<file path="src/smc_pkg.sv">
// Package for the sleep mode controller: register map, field layout,
// reset values, sleep mode encodings, state encoding and timing counts.
// Assumes a 32-bit APB with byte addresses and one word per register.
package smc_pkg;

  // Register byte offsets
  localparam logic [7:0] SMC_CTRL_OFF = 8'h00;
  localparam logic [7:0] SMC_PRR_OFF = 8'h04;
  localparam logic [7:0] SMC_STAT_OFF = 8'h08;
  localparam logic [7:0] SMC_WCNT_OFF = 8'h0C;

  // Control register fields
  localparam int SMC_CTRL_SEN_BIT = 0;
  localparam int SMC_CTRL_MODE_LSB = 1;
  localparam logic [3:0] SMC_CTRL_RST = 4'h0;

  // Power reduction: one gate bit per peripheral
  localparam int SMC_NPER = 8;
  localparam logic [7:0] SMC_PRR_RST = 8'h00;

  // Status register fields
  localparam int SMC_STAT_STATE_LSB = 0;
  localparam int SMC_STAT_CAUSE_LSB = 4;
  localparam int SMC_STAT_MODE_LSB = 8;
  localparam int SMC_STAT_RFLAG_BIT = 12;
  localparam logic [15:0] SMC_WCNT_RST = 16'h0000;

  // Sleep mode encodings, three bits
  localparam logic [2:0] SMC_MODE_IDLE = 3'h1;
  localparam logic [2:0] SMC_MODE_PDOWN = 3'h2;
  localparam logic [2:0] SMC_MODE_PSAVE = 3'h3;
  localparam logic [2:0] SMC_MODE_STDBY = 3'h6;
  localparam logic [2:0] SMC_MODE_ESTDBY = 3'h7;

  // Wake cause codes
  localparam logic [1:0] SMC_CAUSE_NONE = 2'h0;
  localparam logic [1:0] SMC_CAUSE_IRQ = 2'h1;
  localparam logic [1:0] SMC_CAUSE_RST = 2'h2;

  // Core halt after wake-up, in cycles
  localparam logic [2:0] SMC_HALT_CYCLES = 3'h4;

  // Gray coded along active, drain, sleep, halt, active
  typedef enum logic [2:0] {
    SMC_ST_ACT = 3'h0,
    SMC_ST_DRAIN = 3'h1,
    SMC_ST_SLEEP = 3'h3,
    SMC_ST_HALT = 3'h2,
    SMC_ST_RST = 3'h6
  } smc_state_t;

endpackage : smc_pkg

</file>
<file path="src/smc_gate_if.sv">
// Carrier between the sequencer and the clock gate unit.
// Assumes both ends share pclk.
`timescale 1ns/10ps
`default_nettype none
interface smc_gate_if;
  import smc_pkg::*;
  smc_state_t state;
  logic [2:0] mode;
  logic [SMC_NPER-1:0] prr;
  modport ctl (output state, output mode, output prr);
  modport gate (input state, input mode, input prr);
endinterface : smc_gate_if
`default_nettype wire

</file>
<file path="src/smc_ctrl.sv">
// Sleep mode controller top: APB registers, sleep sequencer, wake
// qualification, post-wake halt and reset-during-sleep handling.
// Assumes the core pulses sleep_exec once per sleep instruction and
// that the interrupt controller presents enabled, pending requests.
//
// Decided for this implementation: the placing of the registers and the APB slave port.
`timescale 1ns/10ps
`default_nettype none
module smc_ctrl
  import smc_pkg::*;
(
  // Clock, reset, enable
  input wire logic pclk,
  input wire logic presetn,
  input wire logic ce,
  // APB slave
  input wire logic psel,
  input wire logic penable,
  input wire logic pwrite,
  input wire logic [7:0] paddr,
  input wire logic [31:0] pwdata,
  output logic [31:0] prdata_ff,
  output logic pready_ff,
  output logic pslverr_ff,
  // Core side
  input wire logic sleep_exec,
  input wire logic nvm_busy,
  output logic core_halt_ff,
  output logic irq_resume_ff,
  output logic sys_rst_ff,
  // Wake sources
  input wire logic irq_any,
  input wire logic async_pin_irq,
  input wire logic twi_match_irq,
  input wire logic rtc_irq,
  input wire logic rst_src_req,
  // Clock enables
  output logic cpu_clk_en_ff,
  output logic nvm_clk_en_ff,
  output logic intc_clk_en_ff,
  output logic evsys_clk_en_ff,
  output logic rtc_clk_en_ff,
  output logic [SMC_NPER-1:0] per_clk_en_ff
);

  // ----------------------------------------
  // Functions
  // ----------------------------------------
  function automatic logic is_mapped(input logic [7:0] a);
    is_mapped = (a == SMC_CTRL_OFF) || (a == SMC_PRR_OFF) ||
                (a == SMC_STAT_OFF) || (a == SMC_WCNT_OFF);
  endfunction : is_mapped

  function automatic logic mode_ok(input logic [2:0] m);
    mode_ok = (m == SMC_MODE_IDLE) || (m == SMC_MODE_PDOWN) ||
              (m == SMC_MODE_PSAVE) || (m == SMC_MODE_STDBY) ||
              (m == SMC_MODE_ESTDBY);
  endfunction : mode_ok

  // Which sources may wake the device in a given mode
  function automatic logic wake_ok(input logic [2:0] m, input logic irq,
                                   input logic apin, input logic twi,
                                   input logic rtc);
    case (m)
      SMC_MODE_IDLE: begin
        wake_ok = irq || apin || twi || rtc;
      end
      SMC_MODE_PDOWN, SMC_MODE_STDBY: begin
        wake_ok = apin || twi;
      end
      SMC_MODE_PSAVE, SMC_MODE_ESTDBY: begin
        wake_ok = apin || twi || rtc;
      end
      default: begin
        wake_ok = 1'b0;
      end
    endcase
  endfunction : wake_ok

  // ----------------------------------------
  // Declarations
  // ----------------------------------------
  smc_state_t state_ff;
  smc_state_t nxt_state;
  logic sen_ff;
  logic [2:0] mode_ff;
  logic [2:0] slp_mode_ff;
  logic [SMC_NPER-1:0] prr_ff;
  logic [1:0] cause_ff;
  logic rflag_ff;
  logic [15:0] wcnt_ff;
  logic [2:0] halt_cnt_ff;
  logic access;
  logic setup_ack;
  logic wr_fire;
  logic sleep_go;
  logic wake_hit;
  logic rst_in_sleep;
  logic [31:0] nxt_rdata;

  smc_gate_if gif ();

  // ----------------------------------------
  // APB handshake
  // ----------------------------------------
  // One wait state: ready rises on the first access cycle and the
  // transfer completes on the next edge.
  assign access = psel && penable;
  assign setup_ack = access && !pready_ff;
  assign wr_fire = access && pready_ff && pwrite && !pslverr_ff;

  always_ff @(posedge pclk or negedge presetn) begin
    if (!presetn) begin
      pready_ff <= 1'b0;
      pslverr_ff <= 1'b0;
    end else if (ce) begin
      pready_ff <= setup_ack;
      pslverr_ff <= setup_ack && !is_mapped(paddr);
    end
  end

  always_comb begin
    nxt_rdata = 32'h00000000;
    case (paddr)
      SMC_CTRL_OFF: begin
        nxt_rdata[SMC_CTRL_SEN_BIT] = sen_ff;
        nxt_rdata[SMC_CTRL_MODE_LSB +: 3] = mode_ff;
      end
      SMC_PRR_OFF: begin
        nxt_rdata[SMC_NPER-1:0] = prr_ff;
      end
      SMC_STAT_OFF: begin
        nxt_rdata[SMC_STAT_STATE_LSB +: 3] = state_ff;
        nxt_rdata[SMC_STAT_CAUSE_LSB +: 2] = cause_ff;
        nxt_rdata[SMC_STAT_MODE_LSB +: 3] = slp_mode_ff;
        nxt_rdata[SMC_STAT_RFLAG_BIT] = rflag_ff;
      end
      SMC_WCNT_OFF: begin
        nxt_rdata[15:0] = wcnt_ff;
      end
      default: begin
        nxt_rdata = 32'h00000000;
      end
    endcase
  end

  always_ff @(posedge pclk or negedge presetn) begin
    if (!presetn) begin
      prdata_ff <= 32'h00000000;
    end else if (ce) begin
      if (setup_ack && !pwrite) begin
        prdata_ff <= nxt_rdata;
      end else if (!access) begin
        prdata_ff <= 32'h00000000;
      end
    end
  end

  // ----------------------------------------
  // Control registers
  // ----------------------------------------
  // A full reset taken from an enabled reset source returns the
  // control settings to their reset values as well.
  always_ff @(posedge pclk or negedge presetn) begin
    if (!presetn) begin
      sen_ff <= SMC_CTRL_RST[SMC_CTRL_SEN_BIT];
      mode_ff <= SMC_CTRL_RST[SMC_CTRL_MODE_LSB +: 3];
      prr_ff <= SMC_PRR_RST;
    end else if (ce) begin
      if (state_ff == SMC_ST_RST) begin
        sen_ff <= SMC_CTRL_RST[SMC_CTRL_SEN_BIT];
        mode_ff <= SMC_CTRL_RST[SMC_CTRL_MODE_LSB +: 3];
        prr_ff <= SMC_PRR_RST;
      end else if (wr_fire && paddr == SMC_CTRL_OFF) begin
        sen_ff <= pwdata[SMC_CTRL_SEN_BIT];
        mode_ff <= pwdata[SMC_CTRL_MODE_LSB +: 3];
      end else if (wr_fire && paddr == SMC_PRR_OFF) begin
        prr_ff <= pwdata[SMC_NPER-1:0];
      end
    end
  end

  // ----------------------------------------
  // Sleep sequencer
  // ----------------------------------------
  // Unknown mode codes make the sleep instruction a no-op.
  assign sleep_go = (state_ff == SMC_ST_ACT) && sleep_exec && sen_ff &&
                    mode_ok(mode_ff);
  assign wake_hit = wake_ok(slp_mode_ff, irq_any, async_pin_irq,
                            twi_match_irq, rtc_irq);
  assign rst_in_sleep = rst_src_req &&
                        (state_ff == SMC_ST_DRAIN || state_ff == SMC_ST_SLEEP);

  always_comb begin
    nxt_state = state_ff;
    case (state_ff)
      SMC_ST_ACT: begin
        if (sleep_go) begin
          nxt_state = SMC_ST_DRAIN;
        end
      end
      SMC_ST_DRAIN: begin
        if (wake_hit) begin
          nxt_state = SMC_ST_HALT;
        end else if (!nvm_busy) begin
          nxt_state = SMC_ST_SLEEP;
        end
      end
      SMC_ST_SLEEP: begin
        if (wake_hit) begin
          nxt_state = SMC_ST_HALT;
        end
      end
      SMC_ST_HALT: begin
        if (halt_cnt_ff == 3'h0) begin
          nxt_state = SMC_ST_ACT;
        end
      end
      SMC_ST_RST: begin
        if (!rst_src_req) begin
          nxt_state = SMC_ST_HALT;
        end
      end
      default: begin
        nxt_state = SMC_ST_ACT;
      end
    endcase
    // An enabled reset source overrides everything else
    if (rst_src_req) begin
      nxt_state = SMC_ST_RST;
    end
  end

  always_ff @(posedge pclk or negedge presetn) begin
    if (!presetn) begin
      state_ff <= SMC_ST_ACT;
    end else if (ce) begin
      state_ff <= nxt_state;
    end
  end

  // Mode is latched at entry so a later register write cannot change
  // the wake rules of a sleep already in progress.
  always_ff @(posedge pclk or negedge presetn) begin
    if (!presetn) begin
      slp_mode_ff <= 3'h0;
    end else if (ce) begin
      if (sleep_go) begin
        slp_mode_ff <= mode_ff;
      end
    end
  end

  // ----------------------------------------
  // Post-wake halt
  // ----------------------------------------
  always_ff @(posedge pclk or negedge presetn) begin
    if (!presetn) begin
      halt_cnt_ff <= 3'h0;
    end else if (ce) begin
      if (nxt_state == SMC_ST_HALT && state_ff != SMC_ST_HALT) begin
        halt_cnt_ff <= SMC_HALT_CYCLES - 3'h1;
      end else if (state_ff == SMC_ST_HALT && halt_cnt_ff != 3'h0) begin
        halt_cnt_ff <= halt_cnt_ff - 3'h1;
      end
    end
  end

  // Only the wake cause is cleared on sleep entry: the core is only stalled
  // and its clocks gated, so all other register contents survive.
  // The interrupt controller then runs pending handlers by priority,
  // the waking one included, and the core returns past the sleep.
  always_ff @(posedge pclk or negedge presetn) begin
    if (!presetn) begin
      core_halt_ff <= 1'b0;
      irq_resume_ff <= 1'b0;
      sys_rst_ff <= 1'b0;
    end else if (ce) begin
      core_halt_ff <= (nxt_state != SMC_ST_ACT);
      irq_resume_ff <= (state_ff == SMC_ST_HALT) &&
                       (nxt_state == SMC_ST_ACT) &&
                       (cause_ff == SMC_CAUSE_IRQ);
      sys_rst_ff <= (nxt_state == SMC_ST_RST);
    end
  end

  // ----------------------------------------
  // Status
  // ----------------------------------------
  // The halt that follows a reset keeps the reset cause, so no resume
  // pulse is sent. Flag is sticky, write one to clear; a new event in
  // the clear cycle wins.
  always_ff @(posedge pclk or negedge presetn) begin
    if (!presetn) begin
      cause_ff <= SMC_CAUSE_NONE;
      rflag_ff <= 1'b0;
    end else if (ce) begin
      if (nxt_state == SMC_ST_RST) begin
        cause_ff <= SMC_CAUSE_RST;
      end else if (sleep_go) begin
        cause_ff <= SMC_CAUSE_NONE;
      end else if (nxt_state == SMC_ST_HALT && (state_ff == SMC_ST_DRAIN || state_ff == SMC_ST_SLEEP)) begin
        cause_ff <= SMC_CAUSE_IRQ;
      end
      if (rst_in_sleep) begin
        rflag_ff <= 1'b1;
      end else if (wr_fire && paddr == SMC_STAT_OFF &&
                   pwdata[SMC_STAT_RFLAG_BIT]) begin
        rflag_ff <= 1'b0;
      end
    end
  end

  // Wake-up counter, saturating; a write clears it unless a wake lands in the same cycle before saturation.
  always_ff @(posedge pclk or negedge presetn) begin
    if (!presetn) begin
      wcnt_ff <= SMC_WCNT_RST;
    end else if (ce) begin
      if (state_ff != SMC_ST_HALT && nxt_state == SMC_ST_HALT &&
          wcnt_ff != 16'hFFFF) begin
        wcnt_ff <= wcnt_ff + 16'h0001;
      end else if (wr_fire && paddr == SMC_WCNT_OFF) begin
        wcnt_ff <= SMC_WCNT_RST;
      end
    end
  end

  // ----------------------------------------
  // Clock gating
  // ----------------------------------------
  assign gif.state = state_ff;
  assign gif.mode = slp_mode_ff;
  assign gif.prr = prr_ff;

  smc_gate u_gate (
    .pclk (pclk),
    .presetn (presetn),
    .ce (ce),
    .gi (gif.gate),
    .cpu_clk_en_ff (cpu_clk_en_ff),
    .nvm_clk_en_ff (nvm_clk_en_ff),
    .intc_clk_en_ff (intc_clk_en_ff),
    .evsys_clk_en_ff (evsys_clk_en_ff),
    .rtc_clk_en_ff (rtc_clk_en_ff),
    .per_clk_en_ff (per_clk_en_ff)
  );

endmodule : smc_ctrl
`default_nettype wire

</file>
<file path="src/smc_gate.sv">
// Clock gate unit: turns sequencer state, sleep mode and power
// reduction bits into registered clock enables for each domain.
// Assumes gating cells downstream take these enables glitch-free.
`timescale 1ns/10ps
`default_nettype none
module smc_gate
  import smc_pkg::*;
(
  // Clock and reset
  input wire logic pclk,
  input wire logic presetn,
  input wire logic ce,
  // From sequencer
  smc_gate_if.gate gi,
  // Clock enables
  output logic cpu_clk_en_ff,
  output logic nvm_clk_en_ff,
  output logic intc_clk_en_ff,
  output logic evsys_clk_en_ff,
  output logic rtc_clk_en_ff,
  output logic [SMC_NPER-1:0] per_clk_en_ff
);

  logic slp;
  logic idle;
  logic rtc_keep;

  assign slp = (gi.state == SMC_ST_SLEEP);
  assign idle = (gi.mode == SMC_MODE_IDLE);
  // Save-type modes keep the real-time counter ticking
  assign rtc_keep = (gi.mode == SMC_MODE_PSAVE) || (gi.mode == SMC_MODE_ESTDBY);

  // ----------------------------------------
  // Enables
  // ----------------------------------------
  always_ff @(posedge pclk or negedge presetn) begin
    if (!presetn) begin
      cpu_clk_en_ff <= 1'b1;
      nvm_clk_en_ff <= 1'b1;
      intc_clk_en_ff <= 1'b1;
      evsys_clk_en_ff <= 1'b1;
      rtc_clk_en_ff <= 1'b1;
      per_clk_en_ff <= '1;
    end else if (ce) begin
      cpu_clk_en_ff <= !slp;
      nvm_clk_en_ff <= !slp;
      intc_clk_en_ff <= !slp || idle;
      evsys_clk_en_ff <= !slp || idle;
      rtc_clk_en_ff <= !slp || idle || rtc_keep;
      // Gating bits act in active and idle alike
      if (!slp || idle) begin
        per_clk_en_ff <= ~gi.prr;
      end else begin
        per_clk_en_ff <= '0;
      end
    end
  end

endmodule : smc_gate
`default_nettype wire

</file>
<file path="config.mk">
export PLATFORM = sky130hd
export DESIGN_NAME = smc_ctrl
export DESIGN_NICKNAME = d
export VERILOG_FILES = /design/src/smc_pkg.sv /design/src/smc_gate_if.sv /design/src/smc_ctrl.sv /design/src/smc_gate.sv
export SDC_FILE = /design/constraint.sdc
export NUM_CORES = 1
export LEC_CHECK = 0
export BUFFER_PORTS_ARGS = -buffer_cell sky130_fd_sc_hd__buf_4
export CORE_ASPECT_RATIO = 0.75
export CORE_MARGIN = 8
export CORE_UTILIZATION = 55
export DETAILED_ROUTE_END_ITERATION = 8
export PLACE_DENSITY_LB_ADDON = 0.3
export SETUP_SLACK_MARGIN = 0.15
export SYNTH_ARGS = -nofsm -noshare
export SYNTH_HDL_FRONTEND = slang
export SYNTH_SLANG_ARGS = --single-unit
export TNS_END_PERCENT = 30
</file>
<file path="constraint.sdc">
create_clock -name pclk -period 4 [get_ports pclk]
set_input_delay 0.8 -clock pclk [delete_from_list [all_inputs] [get_ports pclk]]
set_output_delay 0.8 -clock pclk [all_outputs]
set_load 0.03 [all_outputs]
</file>
==> report_table.html <==
<table>
<tr><th>Metric</th><th>Value</th></tr>
<tr><th colspan="2">Synthesis</th></tr>
<tr><td>Area leader, netlist</td><td>sky130_fd_sc_hd__dfrtp_1</td></tr>
<tr><td>Register bit total from synthesis</td><td>72</td></tr>
<tr><td>Top post-synthesis cells by area</td><td>sky130_fd_sc_hd__dfrtp_1, sky130_fd_sc_hd__dfstp_2, sky130_fd_sc_hd__o21ai_0, sky130_fd_sc_hd__nand2_1, sky130_fd_sc_hd__buf_4</td></tr>
<tr><td>Cell variety after synth</td><td>50</td></tr>
<tr><td>Number of flops mapped to enable cells by yosys</td><td>0</td></tr>
<tr><td>Post-synthesis async set-or-reset flop share</td><td>1.000</td></tr>
<tr><td>Most numerous cell in the Yosys netlist</td><td>sky130_fd_sc_hd__dfrtp_1</td></tr>
<tr><td>List of most frequent post-synthesis cells</td><td>sky130_fd_sc_hd__dfrtp_1, sky130_fd_sc_hd__nand2_1, sky130_fd_sc_hd__o21ai_0, sky130_fd_sc_hd__nor2_1</td></tr>
<tr><td>Synth top area share</td><td>0.4254</td></tr>
<tr><td>Area of the mapped netlist</td><td>roughly 0.0036 mm2</td></tr>
<tr><td>Mapped Cells</td><td>approximately 360</td></tr>
<tr><td>Ys flop type</td><td>sky130_fd_sc_hd__dfrtp_1</td></tr>
<tr><td>Sequential element share of the synthesized area</td><td>0.5059</td></tr>
<tr><td>Mean instance size in the synthesized netlist</td><td>10.05 um2</td></tr>
<tr><td>Yosys warning total</td><td>0</td></tr>
<tr><th colspan="2">Finish</th></tr>
<tr><td># diodes</td><td>0</td></tr>
<tr><td>Nets@finish</td><td>474</td></tr>
<tr><td>Fraction of layout cells with a size suffix above 1</td><td>0.2671</td></tr>
<tr><td>Non-Filler Instances</td><td>504</td></tr>
<tr><td>Post-synthesis to final-layout area growth</td><td>18.65%</td></tr>
<tr><td>Final cell utilization of the core</td><td>0.6739</td></tr>
<tr><td>Final instance area</td><td>~0.0043 mm2</td></tr>
<tr><th colspan="2">STA</th></tr>
<tr><td>Peak clock frequency supported by timing</td><td>362.2 MHz</td></tr>
<tr><td>Count of final max-slew check failures</td><td>0</td></tr>
<tr><td>Fin Setup TNS</td><td>0 ns</td></tr>
<tr><td>Relative max-transition margin</td><td>0.4015</td></tr>
<tr><td>Final-report setup violation count</td><td>0</td></tr>
<tr><td>Final worst path period share</td><td>0.6902</td></tr>
<tr><td>Actual transition at the worst max-transition pin</td><td>roughly 0.9 ns</td></tr>
<tr><td>RSZ-0062 raised after global routing</td><td>false</td></tr>
<tr><td>Clock period minus final worst setup slack</td><td>2.761 ns</td></tr>
<tr><td>Final worst clock skew</td><td>0.007580 ns</td></tr>
<tr><td>Minimum setup slack in the final design</td><td>1.239 ns</td></tr>
<tr><td>Worst hold slack across all endpoints</td><td>about 0.42 ns</td></tr>
<tr><td>Final hold violations</td><td>0</td></tr>
<tr><th colspan="2">Power</th></tr>
<tr><td>Switching share of total power</td><td>0.3296</td></tr>
<tr><td>Cell Int Power</td><td>1.351 mW</td></tr>
<tr><td>Proportion of power drawn by flip-flops and latches</td><td>0.482</td></tr>
<tr><td>P_leak</td><td>around 2 nW</td></tr>
<tr><td>Clock share of power</td><td>0.295</td></tr>
<tr><td>Power density normalized to cell area</td><td>473.4 mW/mm2</td></tr>
<tr><td>Final total power</td><td>2.016 mW</td></tr>
<tr><td>Switching power summed over all nets</td><td>0.6643 mW</td></tr>
<tr><td>Share of total power in combinational logic</td><td>0.223</td></tr>
<tr><td>Maximum vdd drop</td><td>0.0003931 V</td></tr>
<tr><th colspan="2">Critical path</th></tr>
<tr><td>Critical path startpoint category</td><td>flip-flop</td></tr>
<tr><td>Peak fanout along the critical path</td><td>17</td></tr>
<tr><td>Worst setup path class</td><td>flip-flop to flip-flop</td></tr>
<tr><td>CP Data Arrival Time</td><td>3.02 ns</td></tr>
<tr><td>Type of element capturing the critical path</td><td>flip-flop</td></tr>
<tr><td>Worst Path Required</td><td>4.26 ns</td></tr>
<tr><td>Startpoint of the most critical setup path</td><td>gif.state[1]$_DFFE_PN0P_</td></tr>
<tr><td>Worst r2r src</td><td>gif.state[1]$_DFFE_PN0P_</td></tr>
<tr><th colspan="2">Placement</th></tr>
<tr><td>Number of buffer cells added on primary ports</td><td>between 60 and 70</td></tr>
<tr><td>Post-Place Cells</td><td>488</td></tr>
<tr><td>DP Area</td><td>0.004053 mm2</td></tr>
<tr><td>Pre-CTS setup slack</td><td>1.018 ns</td></tr>
<tr><td>Routability Congestion</td><td>0.8564</td></tr>
<tr><td>Dpl hpwl</td><td>6.452 mm</td></tr>
<tr><th colspan="2">Routing</th></tr>
<tr><td>Post-Route WL</td><td>8.902 mm</td></tr>
<tr><td>Residual DRC</td><td>0</td></tr>
<tr><td>Drt pass-1 iters</td><td>6</td></tr>
<tr><td>Antenna Nets Post-Route</td><td>0</td></tr>
<tr><td>Vias after detailed routing</td><td>slightly below 3000</td></tr>
<tr><td>Detail-routed net length per standard cell</td><td>17.66 um</td></tr>
<tr><td>Initial DRC count</td><td>247</td></tr>
<tr><td>Via density per instance</td><td>5.790</td></tr>
<tr><th colspan="2">Global routing</th></tr>
<tr><td>Wire length of the first global-routing pass</td><td>14.13 mm</td></tr>
<tr><td>Global routing usage on met1</td><td>0.2706</td></tr>
<tr><td>Grt met3 use</td><td>0.05543</td></tr>
<tr><td>GRT Total Usage</td><td>0.1916</td></tr>
<tr><td>Maximum number of pins on one net before global-route repair</td><td>73</td></tr>
<tr><td>Total gr overflow</td><td>0</td></tr>
<tr><td>Grt met2 use</td><td>0.2826</td></tr>
<tr><td>Most utilized layer in the global route result</td><td>met2</td></tr>
<tr><td>Number of global-route vias before repair</td><td>between 2000 and 3000</td></tr>
<tr><td>Antenna violations before repair</td><td>0</td></tr>
<tr><th colspan="2">Floorplanning</th></tr>
<tr><td>Die footprint</td><td>0.009392 mm2</td></tr>
<tr><td>Count of boundary I/O pins</td><td>roughly 100</td></tr>
<tr><td>Die Ht</td><td>85.95 um</td></tr>
<tr><td>Row Count</td><td>25</td></tr>
<tr><td>Initial Utilization</td><td>0.5679</td></tr>
<tr><td>Floorplan Core Area</td><td>approximately 0.0063 mm2</td></tr>
<tr><td>Width of the chip</td><td>109.3 um</td></tr>
<tr><th colspan="2">Clocking</th></tr>
<tr><td>Total clock buffers created by CTS</td><td>9</td></tr>
<tr><td>Post-CTS resize count</td><td>0</td></tr>
<tr><td>Maximum level of the CTS H-tree</td><td>3</td></tr>
<tr><td>Post-CTS repair timing setup buffer count</td><td>0</td></tr>
<tr><td>Number of buffers inserted by hold repair at cts</td><td>0</td></tr>
<tr><td>Clock transition at path regs</td><td>0.08 ns</td></tr>
<tr><td>Maximum clock path buffer count</td><td>2</td></tr>
<tr><td>Clock tree from TritonCTS</td><td>done</td></tr>
<tr><td>Clk_lat worst skew</td><td>0.34 ns</td></tr>
<tr><td>Clock Root Buffer</td><td>sky130_fd_sc_hd__clkbuf_8</td></tr>
<tr><td>CTS sink count</td><td>72</td></tr>
<tr><th colspan="2">Outcome</th></tr>
<tr><td>Run status</td><td>finished clean</td></tr>
<tr><th colspan="2">Run</th></tr>
<tr><td>Maxcap violations</td><td>0</td></tr>
<tr><th colspan="2">Hold path</th></tr>
<tr><td>Min-delay worst type</td><td>flip-flop to flip-flop</td></tr>
<tr><td>Hold Crit Start</td><td>gif.prr[5]$_DFFE_PN0P_</td></tr>
</table>
## per-layer routing
| metal | up-vias | share of wire |
|---|---|---|
| li1 | 1354 | - |
| met1 | 1430 | 0.47 |
| met2 | 126 | 0.44 |
| met3 | 8 | 0.078 |
| met4 | 0 | 0.0083 |
| met5 | - | 0 |
## state kept, by name, summed over array words and instances, names as in the netlist, 3 cells and up
register,count
gif.mode,3
gif.prr,8
gif.state,3
halt_cnt_ff,3
mode_ff,3
prdata_ff,16
u_gate.per_clk_en_ff,8
wcnt_ff,16
## logic make-up (layout without fill, tap and decap cells)
| kind of cell | after synthesis | count (layout) | synth area share |
|---|---|---|---|
| AO/OA/AOI/OAI | 90 | 90 | 0.1723 |
| XOR/XNOR | 13 | 13 | 0.03173 |
| adder cells (fa/ha/maj) | 3 | 3 | 0.01046 |
| buffers and inverters | 49 | 100 | 0.07148 |
| flip-flops | 72 | 72 | 0.5059 |
| multiplexers | 15 | 15 | 0.05648 |
| other | 1 | 16 | 0.001045 |
| AND/OR/NAND/NOR | 114 | 114 | 0.1506 |
## final cells by class
| class | instances | area, um2 |
|---|---|---|
| Fill cell | 517 | 2061 |
| Clock inverter | 6 | 67.56 |
| Tap cell | 81 | 101.3 |
| Inverter | 18 | 67.56 |
| Multi-Input combinational cell | 251 | 1573 |
| Timing Repair Buffer | 66 | 495.5 |
| Sequential cell | 72 | 1815 |
| Clock buffer | 10 | 137.6 |
## worst max-delay path, stage by stage (launching register included)
cell and delay [ns]:
sky130_fd_sc_hd__dfrtp_1 0.53, sky130_fd_sc_hd__nor2b_1 0.24, sky130_fd_sc_hd__nand2_1 0.32, sky130_fd_sc_hd__a2111oi_4 0.90, sky130_fd_sc_hd__nor2_2 0.08, sky130_fd_sc_hd__or4_1 0.52
sky130_fd_sc_hd__o21ai_0 0.10
## power by group through the flow
stage / clock network [mW] / registers [mW] / logic, mW
after global placement: 0 / 0.971 / 0.437
after detailed placement: 0 / 0.978 / 0.449
after global routing: 0.628 / 0.984 / 0.493
after CTS: 0.600 / 0.966 / 0.451
final: 0.595 / 0.971 / 0.450
after floorplan: 0 / 0.991 / 0.276
## layout by cell type (no fill, tap or decap), drive strengths merged, types with 9 or more instances in the layout
cell	count
buf	66
dfrtp	61
nand2	37
o21ai	34
nor2	31
inv	19
conb	16
xor2	13
mux2	12
dfstp	11
a21oi	10
clkbuf	10
a22oi	9
nand3	9
## final timing paths
kind	endpoint	slack (ns)	depth (start not counted)
worst max-delay path	wcnt_ff[6]$_DFFE_PN0P_	1.24	6
worst min-delay path	u_gate.per_clk_en_ff[5]$_DFFE_PN1P_	0.42	1
max in group asynchronous	wcnt_ff[8]$_DFFE_PN0P_	2.85	1
min in group asynchronous	pready_ff$_DFFE_PN0P_	0.57	1
worst min register to register	u_gate.per_clk_en_ff[5]$_DFFE_PN1P_	0.42	1
worst max register to register	wcnt_ff[6]$_DFFE_PN0P_	1.24	6
No activity file was read; power rests on OpenSTA's default activity.
